**config.mk**
```make
export PLATFORM = sky130hd
export DESIGN_NAME = acc_calib_ctrl
export DESIGN_NICKNAME = d
export VERILOG_FILES = /design/src/hw/acc_pkg.sv /design/src/hw/acc_vector_store.sv /design/src/hw/acc_calib_ctrl.sv
export VERILOG_INCLUDE_DIRS = /design/src /design/src/hw
export SDC_FILE = /design/constraint.sdc
export NUM_CORES = 1
export LEC_CHECK = 0
export BUFFER_PORTS_ARGS = -buffer_cell sky130_fd_sc_hd__buf_2
export CORE_MARGIN = 2
export CORE_UTILIZATION = 60
export CTS_CLUSTER_SIZE = 24
export DETAILED_ROUTE_END_ITERATION = 16
export HOLD_SLACK_MARGIN = 0.15
export PLACE_DENSITY = 0.79
export RECOVER_POWER = 25
export SLEW_MARGIN = 20
export SYNTH_ARGS = -nofsm -noshare
export SYNTH_HDL_FRONTEND = slang
export SYNTH_HIERARCHICAL = 1
export SYNTH_SLANG_ARGS = --single-unit
```
**constraint.sdc**
```tcl
create_clock -name core_clk -period 14.45 [get_ports core_clk]
set_input_delay 4.335 -clock core_clk [delete_from_list [all_inputs] [get_ports core_clk]]
set_output_delay 4.335 -clock core_clk [all_outputs]
set_load 0.05 [all_outputs]
```
**src/hw/acc_consts.svh**
```systemverilog
// Register offsets, field positions, reset values and counts of the calibration control bank.
// Assumes inclusion by bare name from the design files.
`ifndef ACC_CONSTS_SVH
`define ACC_CONSTS_SVH
`define ACC_OFF_CFG0 10'h050
`define ACC_OFF_CFG1 10'h051
`define ACC_OFF_BACK 10'h057
`define ACC_OFF_PAT 10'h058
`define ACC_OFF_VEC 10'h05a
`define ACC_OFF_STAT 10'h05b
`define ACC_OFF_TCAL 10'h066
`define ACC_RST_CFG0 8'h06
`define ACC_RST_CFG1 8'hf4
`define ACC_RST_BACK 8'h10
`define ACC_RST_PAT 8'h00
`define ACC_RST_TCAL 8'h02
`define ACC_RST_RANGE 3'h7
`define ACC_STAT_RSVD 6'h02
`define ACC_BIT_TSTAMP 5
`define ACC_BIT_VECEN 4
`define ACC_BIT_SWCAL 3
`define ACC_RANGE_HI 6
`define ACC_RANGE_LO 4
`define ACC_BIT_CONT 1
`define ACC_BIT_BCKEN 0
`define ACC_BIT_PATEN 2
`define ACC_BIT_OREN 1
`define ACC_BIT_TAUTO 0
`define ACC_VEC_DEPTH 16
`define ACC_VEC_AW 4
`define ACC_FG_CYCLES 8'd64
`define ACC_TCAL_CYCLES 8'd16
`define ACC_BG_STOP_CYCLES 8'd4
`endif

```
**src/hw/acc_pkg.sv**
```systemverilog
// Types shared by the calibration control bank.
// Assumes nothing beyond a SystemVerilog compiler.
package acc_pkg;
	typedef enum logic [2:0] {CAL_IDLE, CAL_TIMING, CAL_FORE, CAL_BACK_RUN, CAL_BACK_STOP} acc_state_t;
endpackage : acc_pkg

```
**src/hw/acc_vector_store.sv**
```systemverilog
// Calibration vector store walked by a wrapping index.
// Assumes one read or write strobe per access from the register bank.
`include "acc_consts.svh"
module acc_vector_store import acc_pkg::*; (
	// Clock and reset.
	input wire logic core_clk,
	input wire logic rst,
	// Access port.
	input wire logic enable,
	input wire logic wrStb,
	input wire logic rdStb,
	input wire logic [7:0] wrData,
	output logic [7:0] rdData
);
	logic [7:0] mem [`ACC_VEC_DEPTH];
	logic [`ACC_VEC_AW-1:0] idx_q;
	wire step = enable && (wrStb || rdStb);
	assign rdData = enable ? mem[idx_q] : 8'h00;
	always_ff @(posedge core_clk or posedge rst) begin
		if (rst) begin
			idx_q <= '0;
		end else if (!enable) begin
			idx_q <= '0;
		end else if (step) begin
			idx_q <= idx_q + 1'b1;
		end
	end
	generate
		for (genvar i = 0; i < `ACC_VEC_DEPTH; i++) begin : g_ent
			always_ff @(posedge core_clk or posedge rst) begin
				if (rst) begin
					mem[i] <= 8'h00;
				end else if (enable && wrStb && int'(idx_q) == i) begin
					mem[i] <= wrData;
				end
			end
		end
	endgenerate
endmodule : acc_vector_store

```
**src/hw/acc_calib_ctrl.sv**
```systemverilog
// Calibration control and status register bank with a small calibration sequencer.
// Assumes a serial-port front end that delivers decoded address, write and read strobes on core_clk.
// The sequencer models only the phase timing of the calibration engine, not its internals.
// Unmapped addresses read as zero and ignore writes; the status register ignores writes.
// All registers and outputs share core_clk, so no crossing logic is needed.
`include "acc_consts.svh"
module acc_calib_ctrl import acc_pkg::*; (
	// Clock and reset.
	input wire logic core_clk,
	input wire logic rst,
	// Register access.
	input wire logic [9:0] regAddr,
	input wire logic regWrite,
	input wire logic regRead,
	input wire logic [7:0] regWdata,
	output logic [7:0] regRdata_q,
	// Time-stamp capture.
	input wire logic timeStampIn,
	output logic timeStamp_q,
	// Sample path.
	input wire logic [11:0] sampleIn,
	input wire logic [11:0] testPattern,
	input wire logic overRangeIn,
	output logic [11:0] sampleOut_q,
	output logic overRangeOut_q,
	// Calibration engine controls.
	output logic [2:0] signalRangeSelect_q,
	output logic calibActive_q
);
	logic [7:0] cfg0_q, cfg1_q, back_q, pat_q, tcal_q;
	logic [7:0] cfg0_d;
	logic [7:0] cfg1_d;
	logic [7:0] back_d;
	logic [7:0] pat_d;
	logic [7:0] tcal_d;
	logic stopped_q, firstDone_q;
	logic stopped_d;
	logic firstDone_d;
	logic calibActive_d;
	logic [7:0] cnt_q, cnt_d;
	acc_state_t state_q, state_d, startState;
	logic [7:0] vecRd;
	logic [7:0] regRdata_d;
	logic timeStamp_d;
	logic [11:0] sampleOut_d;
	logic overRangeOut_d;
	logic [2:0] signalRangeSelect_d;

	// Address decode and access strobes.
	wire selCfg0 = regAddr == `ACC_OFF_CFG0;
	wire selCfg1 = regAddr == `ACC_OFF_CFG1;
	wire selBack = regAddr == `ACC_OFF_BACK;
	wire selPat = regAddr == `ACC_OFF_PAT;
	wire selVec = regAddr == `ACC_OFF_VEC;
	wire selStat = regAddr == `ACC_OFF_STAT;
	wire selTcal = regAddr == `ACC_OFF_TCAL;
	wire wrCfg0 = regWrite && selCfg0;
	wire wrCfg1 = regWrite && selCfg1;
	wire wrBack = regWrite && selBack;
	wire wrPat = regWrite && selPat;
	wire wrTcal = regWrite && selTcal;
	wire wrVec = regWrite && selVec;
	wire rdVec = regRead && selVec;

	// Control fields.
	wire vecEn = cfg0_q[`ACC_BIT_VECEN];
	wire tsEn = cfg0_q[`ACC_BIT_TSTAMP];
	wire patEn = pat_q[`ACC_BIT_PATEN];
	wire orEn = pat_q[`ACC_BIT_OREN];
	wire timingAuto = tcal_q[`ACC_BIT_TAUTO];
	wire contBit = back_q[`ACC_BIT_CONT];
	wire modeBit = back_q[`ACC_BIT_BCKEN];
	wire contOn = contBit && modeBit;
	wire swStart = wrCfg0 && regWdata[`ACC_BIT_SWCAL];
	wire [7:0] swMask = ~(8'h01 << `ACC_BIT_SWCAL);

	// Sequencer helpers.
	wire cntDone = cnt_q == 8'd0;
	wire stateChange = state_d != state_q;
	wire cntReload = stateChange || swStart;
	wire inFore = state_q == CAL_FORE;
	wire nextIdle = state_d == CAL_IDLE;
	wire foreEnd = inFore && state_d != CAL_FORE && !swStart;
	wire [7:0] cntStep = cntDone ? cnt_q : cnt_q - 8'd1;
	wire [7:0] cntLoad = state_d == CAL_TIMING ? `ACC_TCAL_CYCLES :
		state_d == CAL_FORE ? `ACC_FG_CYCLES :
		`ACC_BG_STOP_CYCLES;

	// Read data selection.
	wire [5:0] statRsvd = `ACC_STAT_RSVD;
	wire [7:0] statVal = {statRsvd, stopped_q, firstDone_q};
	wire [7:0] rdMux = selCfg0 ? cfg0_q :
		selCfg1 ? cfg1_q :
		selBack ? back_q :
		selPat ? pat_q :
		selVec ? vecRd :
		selStat ? statVal :
		selTcal ? tcal_q :
		8'h00;

	// Next values of the control registers.
	assign cfg0_d = wrCfg0 ? regWdata & swMask : cfg0_q;
	assign cfg1_d = wrCfg1 ? regWdata : cfg1_q;
	assign back_d = wrBack ? regWdata : back_q;
	assign pat_d = wrPat ? regWdata : pat_q;
	assign tcal_d = wrTcal ? regWdata : tcal_q;

	// Next values of the sequencer state, counter and status flags.
	assign startState = timingAuto ? CAL_TIMING : CAL_FORE;
	assign cnt_d = cntReload ? cntLoad : cntStep;
	assign stopped_d = nextIdle;
	assign calibActive_d = !nextIdle;
	assign firstDone_d = firstDone_q || foreEnd;

	// Next values of the registered outputs.
	assign regRdata_d = regRead ? rdMux : regRdata_q;
	assign timeStamp_d = tsEn && timeStampIn;
	assign sampleOut_d = patEn ? testPattern : sampleIn;
	assign overRangeOut_d = orEn && overRangeIn;
	assign signalRangeSelect_d = cfg1_q[`ACC_RANGE_HI:`ACC_RANGE_LO];

	acc_vector_store u_vec (
		.core_clk(core_clk),
		.rst(rst),
		.enable(vecEn),
		.wrStb(wrVec),
		.rdStb(rdVec),
		.wrData(regWdata),
		.rdData(vecRd)
	);

	always_comb begin
		state_d = state_q;
		case (state_q)
			CAL_IDLE: begin
				if (contOn) begin
					state_d = CAL_BACK_RUN;
				end
			end
			CAL_TIMING: begin
				if (cntDone) begin
					state_d = CAL_FORE;
				end
			end
			CAL_FORE: begin
				if (cntDone) begin
					state_d = contOn ? CAL_BACK_RUN : CAL_IDLE;
				end
			end
			CAL_BACK_RUN: begin
				if (!contOn) begin
					state_d = CAL_BACK_STOP;
				end
			end
			CAL_BACK_STOP: begin
				if (cntDone) begin
					state_d = CAL_IDLE;
				end
			end
			default: state_d = CAL_IDLE;
		endcase
		if (swStart) begin
			state_d = startState;
		end
	end

	always_ff @(posedge core_clk or posedge rst) begin
		if (rst) begin
			state_q <= CAL_IDLE;
		end else begin
			state_q <= state_d;
		end
	end

	always_ff @(posedge core_clk or posedge rst) begin
		if (rst) begin
			cnt_q <= 8'd0;
		end else begin
			cnt_q <= cnt_d;
		end
	end

	always_ff @(posedge core_clk or posedge rst) begin
		if (rst) begin
			cfg0_q <= `ACC_RST_CFG0;
		end else begin
			cfg0_q <= cfg0_d;
		end
	end

	always_ff @(posedge core_clk or posedge rst) begin
		if (rst) begin
			cfg1_q <= `ACC_RST_CFG1;
		end else begin
			cfg1_q <= cfg1_d;
		end
	end

	always_ff @(posedge core_clk or posedge rst) begin
		if (rst) begin
			back_q <= `ACC_RST_BACK;
		end else begin
			back_q <= back_d;
		end
	end

	always_ff @(posedge core_clk or posedge rst) begin
		if (rst) begin
			pat_q <= `ACC_RST_PAT;
		end else begin
			pat_q <= pat_d;
		end
	end

	always_ff @(posedge core_clk or posedge rst) begin
		if (rst) begin
			tcal_q <= `ACC_RST_TCAL;
		end else begin
			tcal_q <= tcal_d;
		end
	end

	always_ff @(posedge core_clk or posedge rst) begin
		if (rst) begin
			stopped_q <= 1'b1;
		end else begin
			stopped_q <= stopped_d;
		end
	end

	always_ff @(posedge core_clk or posedge rst) begin
		if (rst) begin
			firstDone_q <= 1'b0;
		end else begin
			firstDone_q <= firstDone_d;
		end
	end

	always_ff @(posedge core_clk or posedge rst) begin
		if (rst) begin
			calibActive_q <= 1'b0;
		end else begin
			calibActive_q <= calibActive_d;
		end
	end

	always_ff @(posedge core_clk or posedge rst) begin
		if (rst) begin
			regRdata_q <= 8'h00;
		end else begin
			regRdata_q <= regRdata_d;
		end
	end

	always_ff @(posedge core_clk or posedge rst) begin
		if (rst) begin
			timeStamp_q <= 1'b0;
		end else begin
			timeStamp_q <= timeStamp_d;
		end
	end

	always_ff @(posedge core_clk or posedge rst) begin
		if (rst) begin
			sampleOut_q <= 12'h000;
		end else begin
			sampleOut_q <= sampleOut_d;
		end
	end

	always_ff @(posedge core_clk or posedge rst) begin
		if (rst) begin
			overRangeOut_q <= 1'b0;
		end else begin
			overRangeOut_q <= overRangeOut_d;
		end
	end

	always_ff @(posedge core_clk or posedge rst) begin
		if (rst) begin
			signalRangeSelect_q <= `ACC_RST_RANGE;
		end else begin
			signalRangeSelect_q <= signalRangeSelect_d;
		end
	end
endmodule : acc_calib_ctrl

```
; ---- After elaboration in Yosys (flattened, before gate mapping)
; Cells that the tools add are included.
[totals]
regBits = 210
inputBits = 48
[classes]
order_cmp = 1
n_eq_ne = 32
n_reduce_logical = 40
add_sub_neg = 2
mux = 27
bitwise_logic = 1
[ops]
columns = operator, n
row1 = $mux 8, 12
row2 = $eq 10x7->1 const B, 7
row3 = $bmux 8 s4, 1
row4 = $eq 4x4->1 const B, 8
row5 = $logic_and 1x1->1, 31
row6 = $mux 3, 6
row7 = $eq 4x3->1 const B, 4
row8 = $pmux 3 s5, 1
row9 = $mux 7, 2
row10 = $mux 12, 1
row11 = $eq 3x2->1 const B, 3
row12 = $eq 4x2->1 const B, 2
row13 = $logic_not 8->1, 1
row14 = $mux 4, 2
row15 = $sub 8x1->8 const B, 1
row16 = $eq 3x1->1 const B, 2
row17 = $logic_not 3->1, 2
row18 = $ge 5x5->1 const B, 1
row19 = $not 4->5, 1
row20 = $add 4x1->4 const B, 1
row21 = $eq 4x1->1 const B, 1
row22 = $logic_not 4->1, 1
row23 = $mux 2, 2
row24 = $ne 2x1->1 const B, 2
row25 = other kinds (5), 8

; ---- Logic depth before layout (Yosys ltp)
[logic_depth]
depth_word = 10
depth_mapped = 11
ltp_nobuf = 8

; ---- Hierarchy
; The synthesis kept the hierarchy.
[by_module_without_submodules]
columns = mod, cells_each, area_per_inst_um2, instances
row1 = acc_vector_store, 443, 6427.4, 1
row2 = acc_calib_ctrl, 328, 3712.3, 1

; ---- Worst setup path before layout
; No wires, ideal clock.
[synth_timing]
path_kind = input to register
startpoint = input regAddr[7]
endpoint = register u_vec/mem[72] (netlist bit)
cell_stages = 9
slack_ps = 8078
t_arrival_ps = 6247
setup_ps = 125
path_cell_list = nor4b_4 > nand3_1 > nor3b_1 > and2_1 > buf_4 > nand3_1 > nor2b_1 > buf_4 > mux2_2
[synth_between]
elab_chain_cells = 4
[synth_lines]
columns = element, line
row1 = from (decl), acc_calib_ctrl.sv:12  ; input wire logic [9:0] regAddr,
row2 = $eq 10x7->1 (no line), --
row3 = $logic_and 1x1->1, acc_calib_ctrl.sv:62  ; wire wrVec = regWrite && selVec;
row4 = via wrVec, acc_calib_ctrl.sv:62
row5 = $logic_and 1x1->1 (2 in a row), acc_vector_store.sv:33  ; end else if (enable && wrStb && int'(idx_q) == i) begin
row6 = "to (signal, indexed assignment)", acc_vector_store.sv:34  ; mem[i] <= wrData;
row7 = to (decl), acc_vector_store.sv:15  ; logic [7:0] mem [`ACC_VEC_DEPTH];
; The timed path passes the listed nets, and every way through them passes these cells.
; A chain may end at the register's enable or synchronous reset.

==> flow_summary.json <==
{
  "h-tree-depth": 1,
  "io_buffers": 73,
  "first_pass_iters": 5,
  "place_ws_ps": 7170,
  "layout.cells.non_filler": 1069,
  "worst_pin_slew_ps": 4060,
  "fin_skew_ps": 10.6,
  "holdPathEnd": "signalRangeSelect_q[1]",
  "ys_ff_latch": 210,
  "p_leak_nw": 5.23,
  "hold_depth": 0,
  "reg2reg_depth": 6,
  "synth_commonest_cells": "197 x dfrtp_1, 178 x mux2_2, 46 x mux2i_1",
  "dieArea_sq_um": 18000,
  "nFillCells": 1185,
  "cp-start-kind": "primary input",
  "synth.distinct_cells": 63,
  "floorplan.initialDensity_pct": 61.4,
  "grt_pass1_vias": 6807,
  "power_density_nw_per_um2": 111,
  "dieHeight_microns": 134,
  "synth_nets": 825,
  "slew_headroom_pct": -170,
  "clock_latency_ps": 500,
  "cp.arrival_ps": 7410,
  "synth_cells": 771,
  "synth-edff-count": 0,
  "ys_seq_area_share_pct": 52.0,
  "hold_viol": 0,
  "utilization_pct": 67.9,
  "synth_ff_type": "dfrtp_1",
  "regToRegEndpoint": "regRdata_q[6]",
  "post_drt_wl_per_cell_microns": 21.0,
  "syn_area_per_cell_sq_um": 13.2,
  "fin_nets": 887,
  "drcViolationCount": 0,
  "root_buffer": "clkbuf_16",
  "die_width_microns": 134,
  "grt_antenna_before_repair": 0,
  "vias_per_cell": 6.13,
  "drive_gt1_share_pct": 39.6,
  "crit_required_ps": 14110,
  "cts_resized": 0,
  "dp_cells": 1028,
  "track_usage_pct": 25.6,
  "path_clk_slew_ps": 60,
  "synth.top_cell.area_share_pct": 48.6,
  "fin_crit_sh_pct": 53.6,
  "endpoint_kind": "asynchronous set/reset pin",
  "dp.final_hpwl_microns": 14800,
  "numCtsBuffers": 23,
  "cts_tree": "yes",
  "cp_max_fo": 78,
  "grt_max_degree": 79,
  "cts_buffer_depth": 3,
  "drv_cap": 2,
  "yosysWarnings": 6,
  "synth-async-reset-ratio_pct": 100,
  "r2r_setup_slack_ps": 11480,
  "worst_ir_drop_vdd_mv": 0.0965,
  "hp-class": "register to register",
  "ant_nets": 0,
  "hp-start": "cfg1_q[5]",
  "overflow": 0,
  "post-synth-top-count-cell": "dfrtp_1",
  "routabilityCongestion": 0.891,
  "synth_area_sq_um": 10100,
  "grt_pass1_wl_microns": 36300,
  "fmax_ghz": 0.129,
  "ios": 74,
  "fin_setup_tns_ps": 0,
  "n_antenna_cell": 0,
  "setup_viol": 0,
  "rsz0062_at_grt": "false",
  "yosys.area.top_type": "dfrtp_1",
  "core_region_area_sq_um": 16500,
  "setup_slack_ps": 6700,
  "postCtsSetupBuffers": 0,
  "num_rows": 47,
  "vias": 6554,
  "drtIter0Drc": 515,
  "critPathKind": "primary input to asynchronous set/reset pin",
  "clock_sinks": 210,
  "reg2reg_from": "u_vec/idx_q[0]",
  "report.final.slew_viol_count": 142,
  "synth_area_leaders": "dfrtp_1 49%, mux2_2 20%, mux2i_1 4.5%",
  "violations": "max-capacitance violations, max-slew violations",
  "syn_to_final_growth_pct": 10.7,
  "min_period_ps": 7750,
  "ctsHoldBuffers": 0,
  "drt-total-wl_microns": 22500,
  "status": "finished with violations",
  "finalPower_w": 0.00125
}
## cell usage in the layout, fill, tap and decap left out, types with 22 or more instances in the layout
master,synthesis,layout
dfrtp_1,197,196
o21ai_0,24,24
nand2_1,34,34
a21oi_1,25,25
a22oi_1,24,24
buf_2,5,72
nor2_1,22,22
mux2i_1,46,46
clkbuf_16,0,23
mux2_2,178,178
## flip-flops by register name (all words and copies together) (netlist names), 3 cells and up
name and cells:
cfg1_q 8, cfg0_q 7, regRdata_q 8, back_q 8, pat_q 8, signalRangeSelect_q 3
cnt_q 8, state_q 3, u_vec/mem 128, tcal_q 8, u_vec/idx_q 4, sampleOut_q 12
## metrics by stage
| stage | instance area (sq um) | hold WS (ps) |
|---|---|---|
| 2_1_floorplan | 10100 | 357 |
| 3_3_place_gp | 10500 | 378 |
| 3_5_place_dp | 10500 | 375 |
| 4_1_cts | 11200 | 383 |
| 5_1_grt | 11200 | 408 |
| 6_report | 11200 | 396 |
## report_power, final
group,internal (W),total (W),switching [W]
Clock,0.000314,0.000536,0.000222
Combinational,0.0000313,0.0000915,0.0000602
Sequential,0.000605,0.000619,0.0000147
## worst max-delay path: stages
cell and delay [ps]:
clkbuf_1 110, clkinvlp_2 70, clkbuf_1 2820
## kinds of logic after synthesis
logic type	count (synthesis)	share of synthesized area, %
AO/OA/AOI/OAI	120	7.76
XOR/XNOR	6	0.518
adder cells (fa/ha/maj)	6	0.740
buffers and inverters	52	3.15
flip-flops	210	52.0
multiplexers	235	26.5
AND/OR/NAND/NOR	142	9.32
## routing by layer
layer / wire length (microns) / global-route usage (%) / vias up
met5: 0 / 0 / -
met4: 646 / 7.21 / 0
met3: 1110 / 3.14 / 47
met2: 11300 / 44.3 / 196
met1: 9440 / 34.4 / 3359
li1: - / - / 2952
## worst max path at each step
stage / startpoint / endpoint / slack (ps) / cells after the start
after detailed placement: regAddr[7] / u_vec/mem[76] / 7170 / 8
after floorplan: rst / u_vec/idx_q[0] / 6590 / 1
after CTS: regAddr[7] / u_vec/mem[76] / 7700 / 8
final: rst / regRdata_q[0] / 6700 / 3
after global routing: rst / state_q[2] / 5850 / 3
after global placement: regAddr[7] / u_vec/mem[76] / 7320 / 8
## layout make-up
class	count	area (sq um)	area share [%]
clock buffers	36	664	5.92
clock inverters	5	25.0	0.223
well taps	220	275	2.45
inverters	12	47.5	0.424
flip-flops and latches	210	5270	47.0
multi-input cells	509	4550	40.5
repair buffers	77	390	3.48
Note: power is estimated with default switching activity, not from simulation.
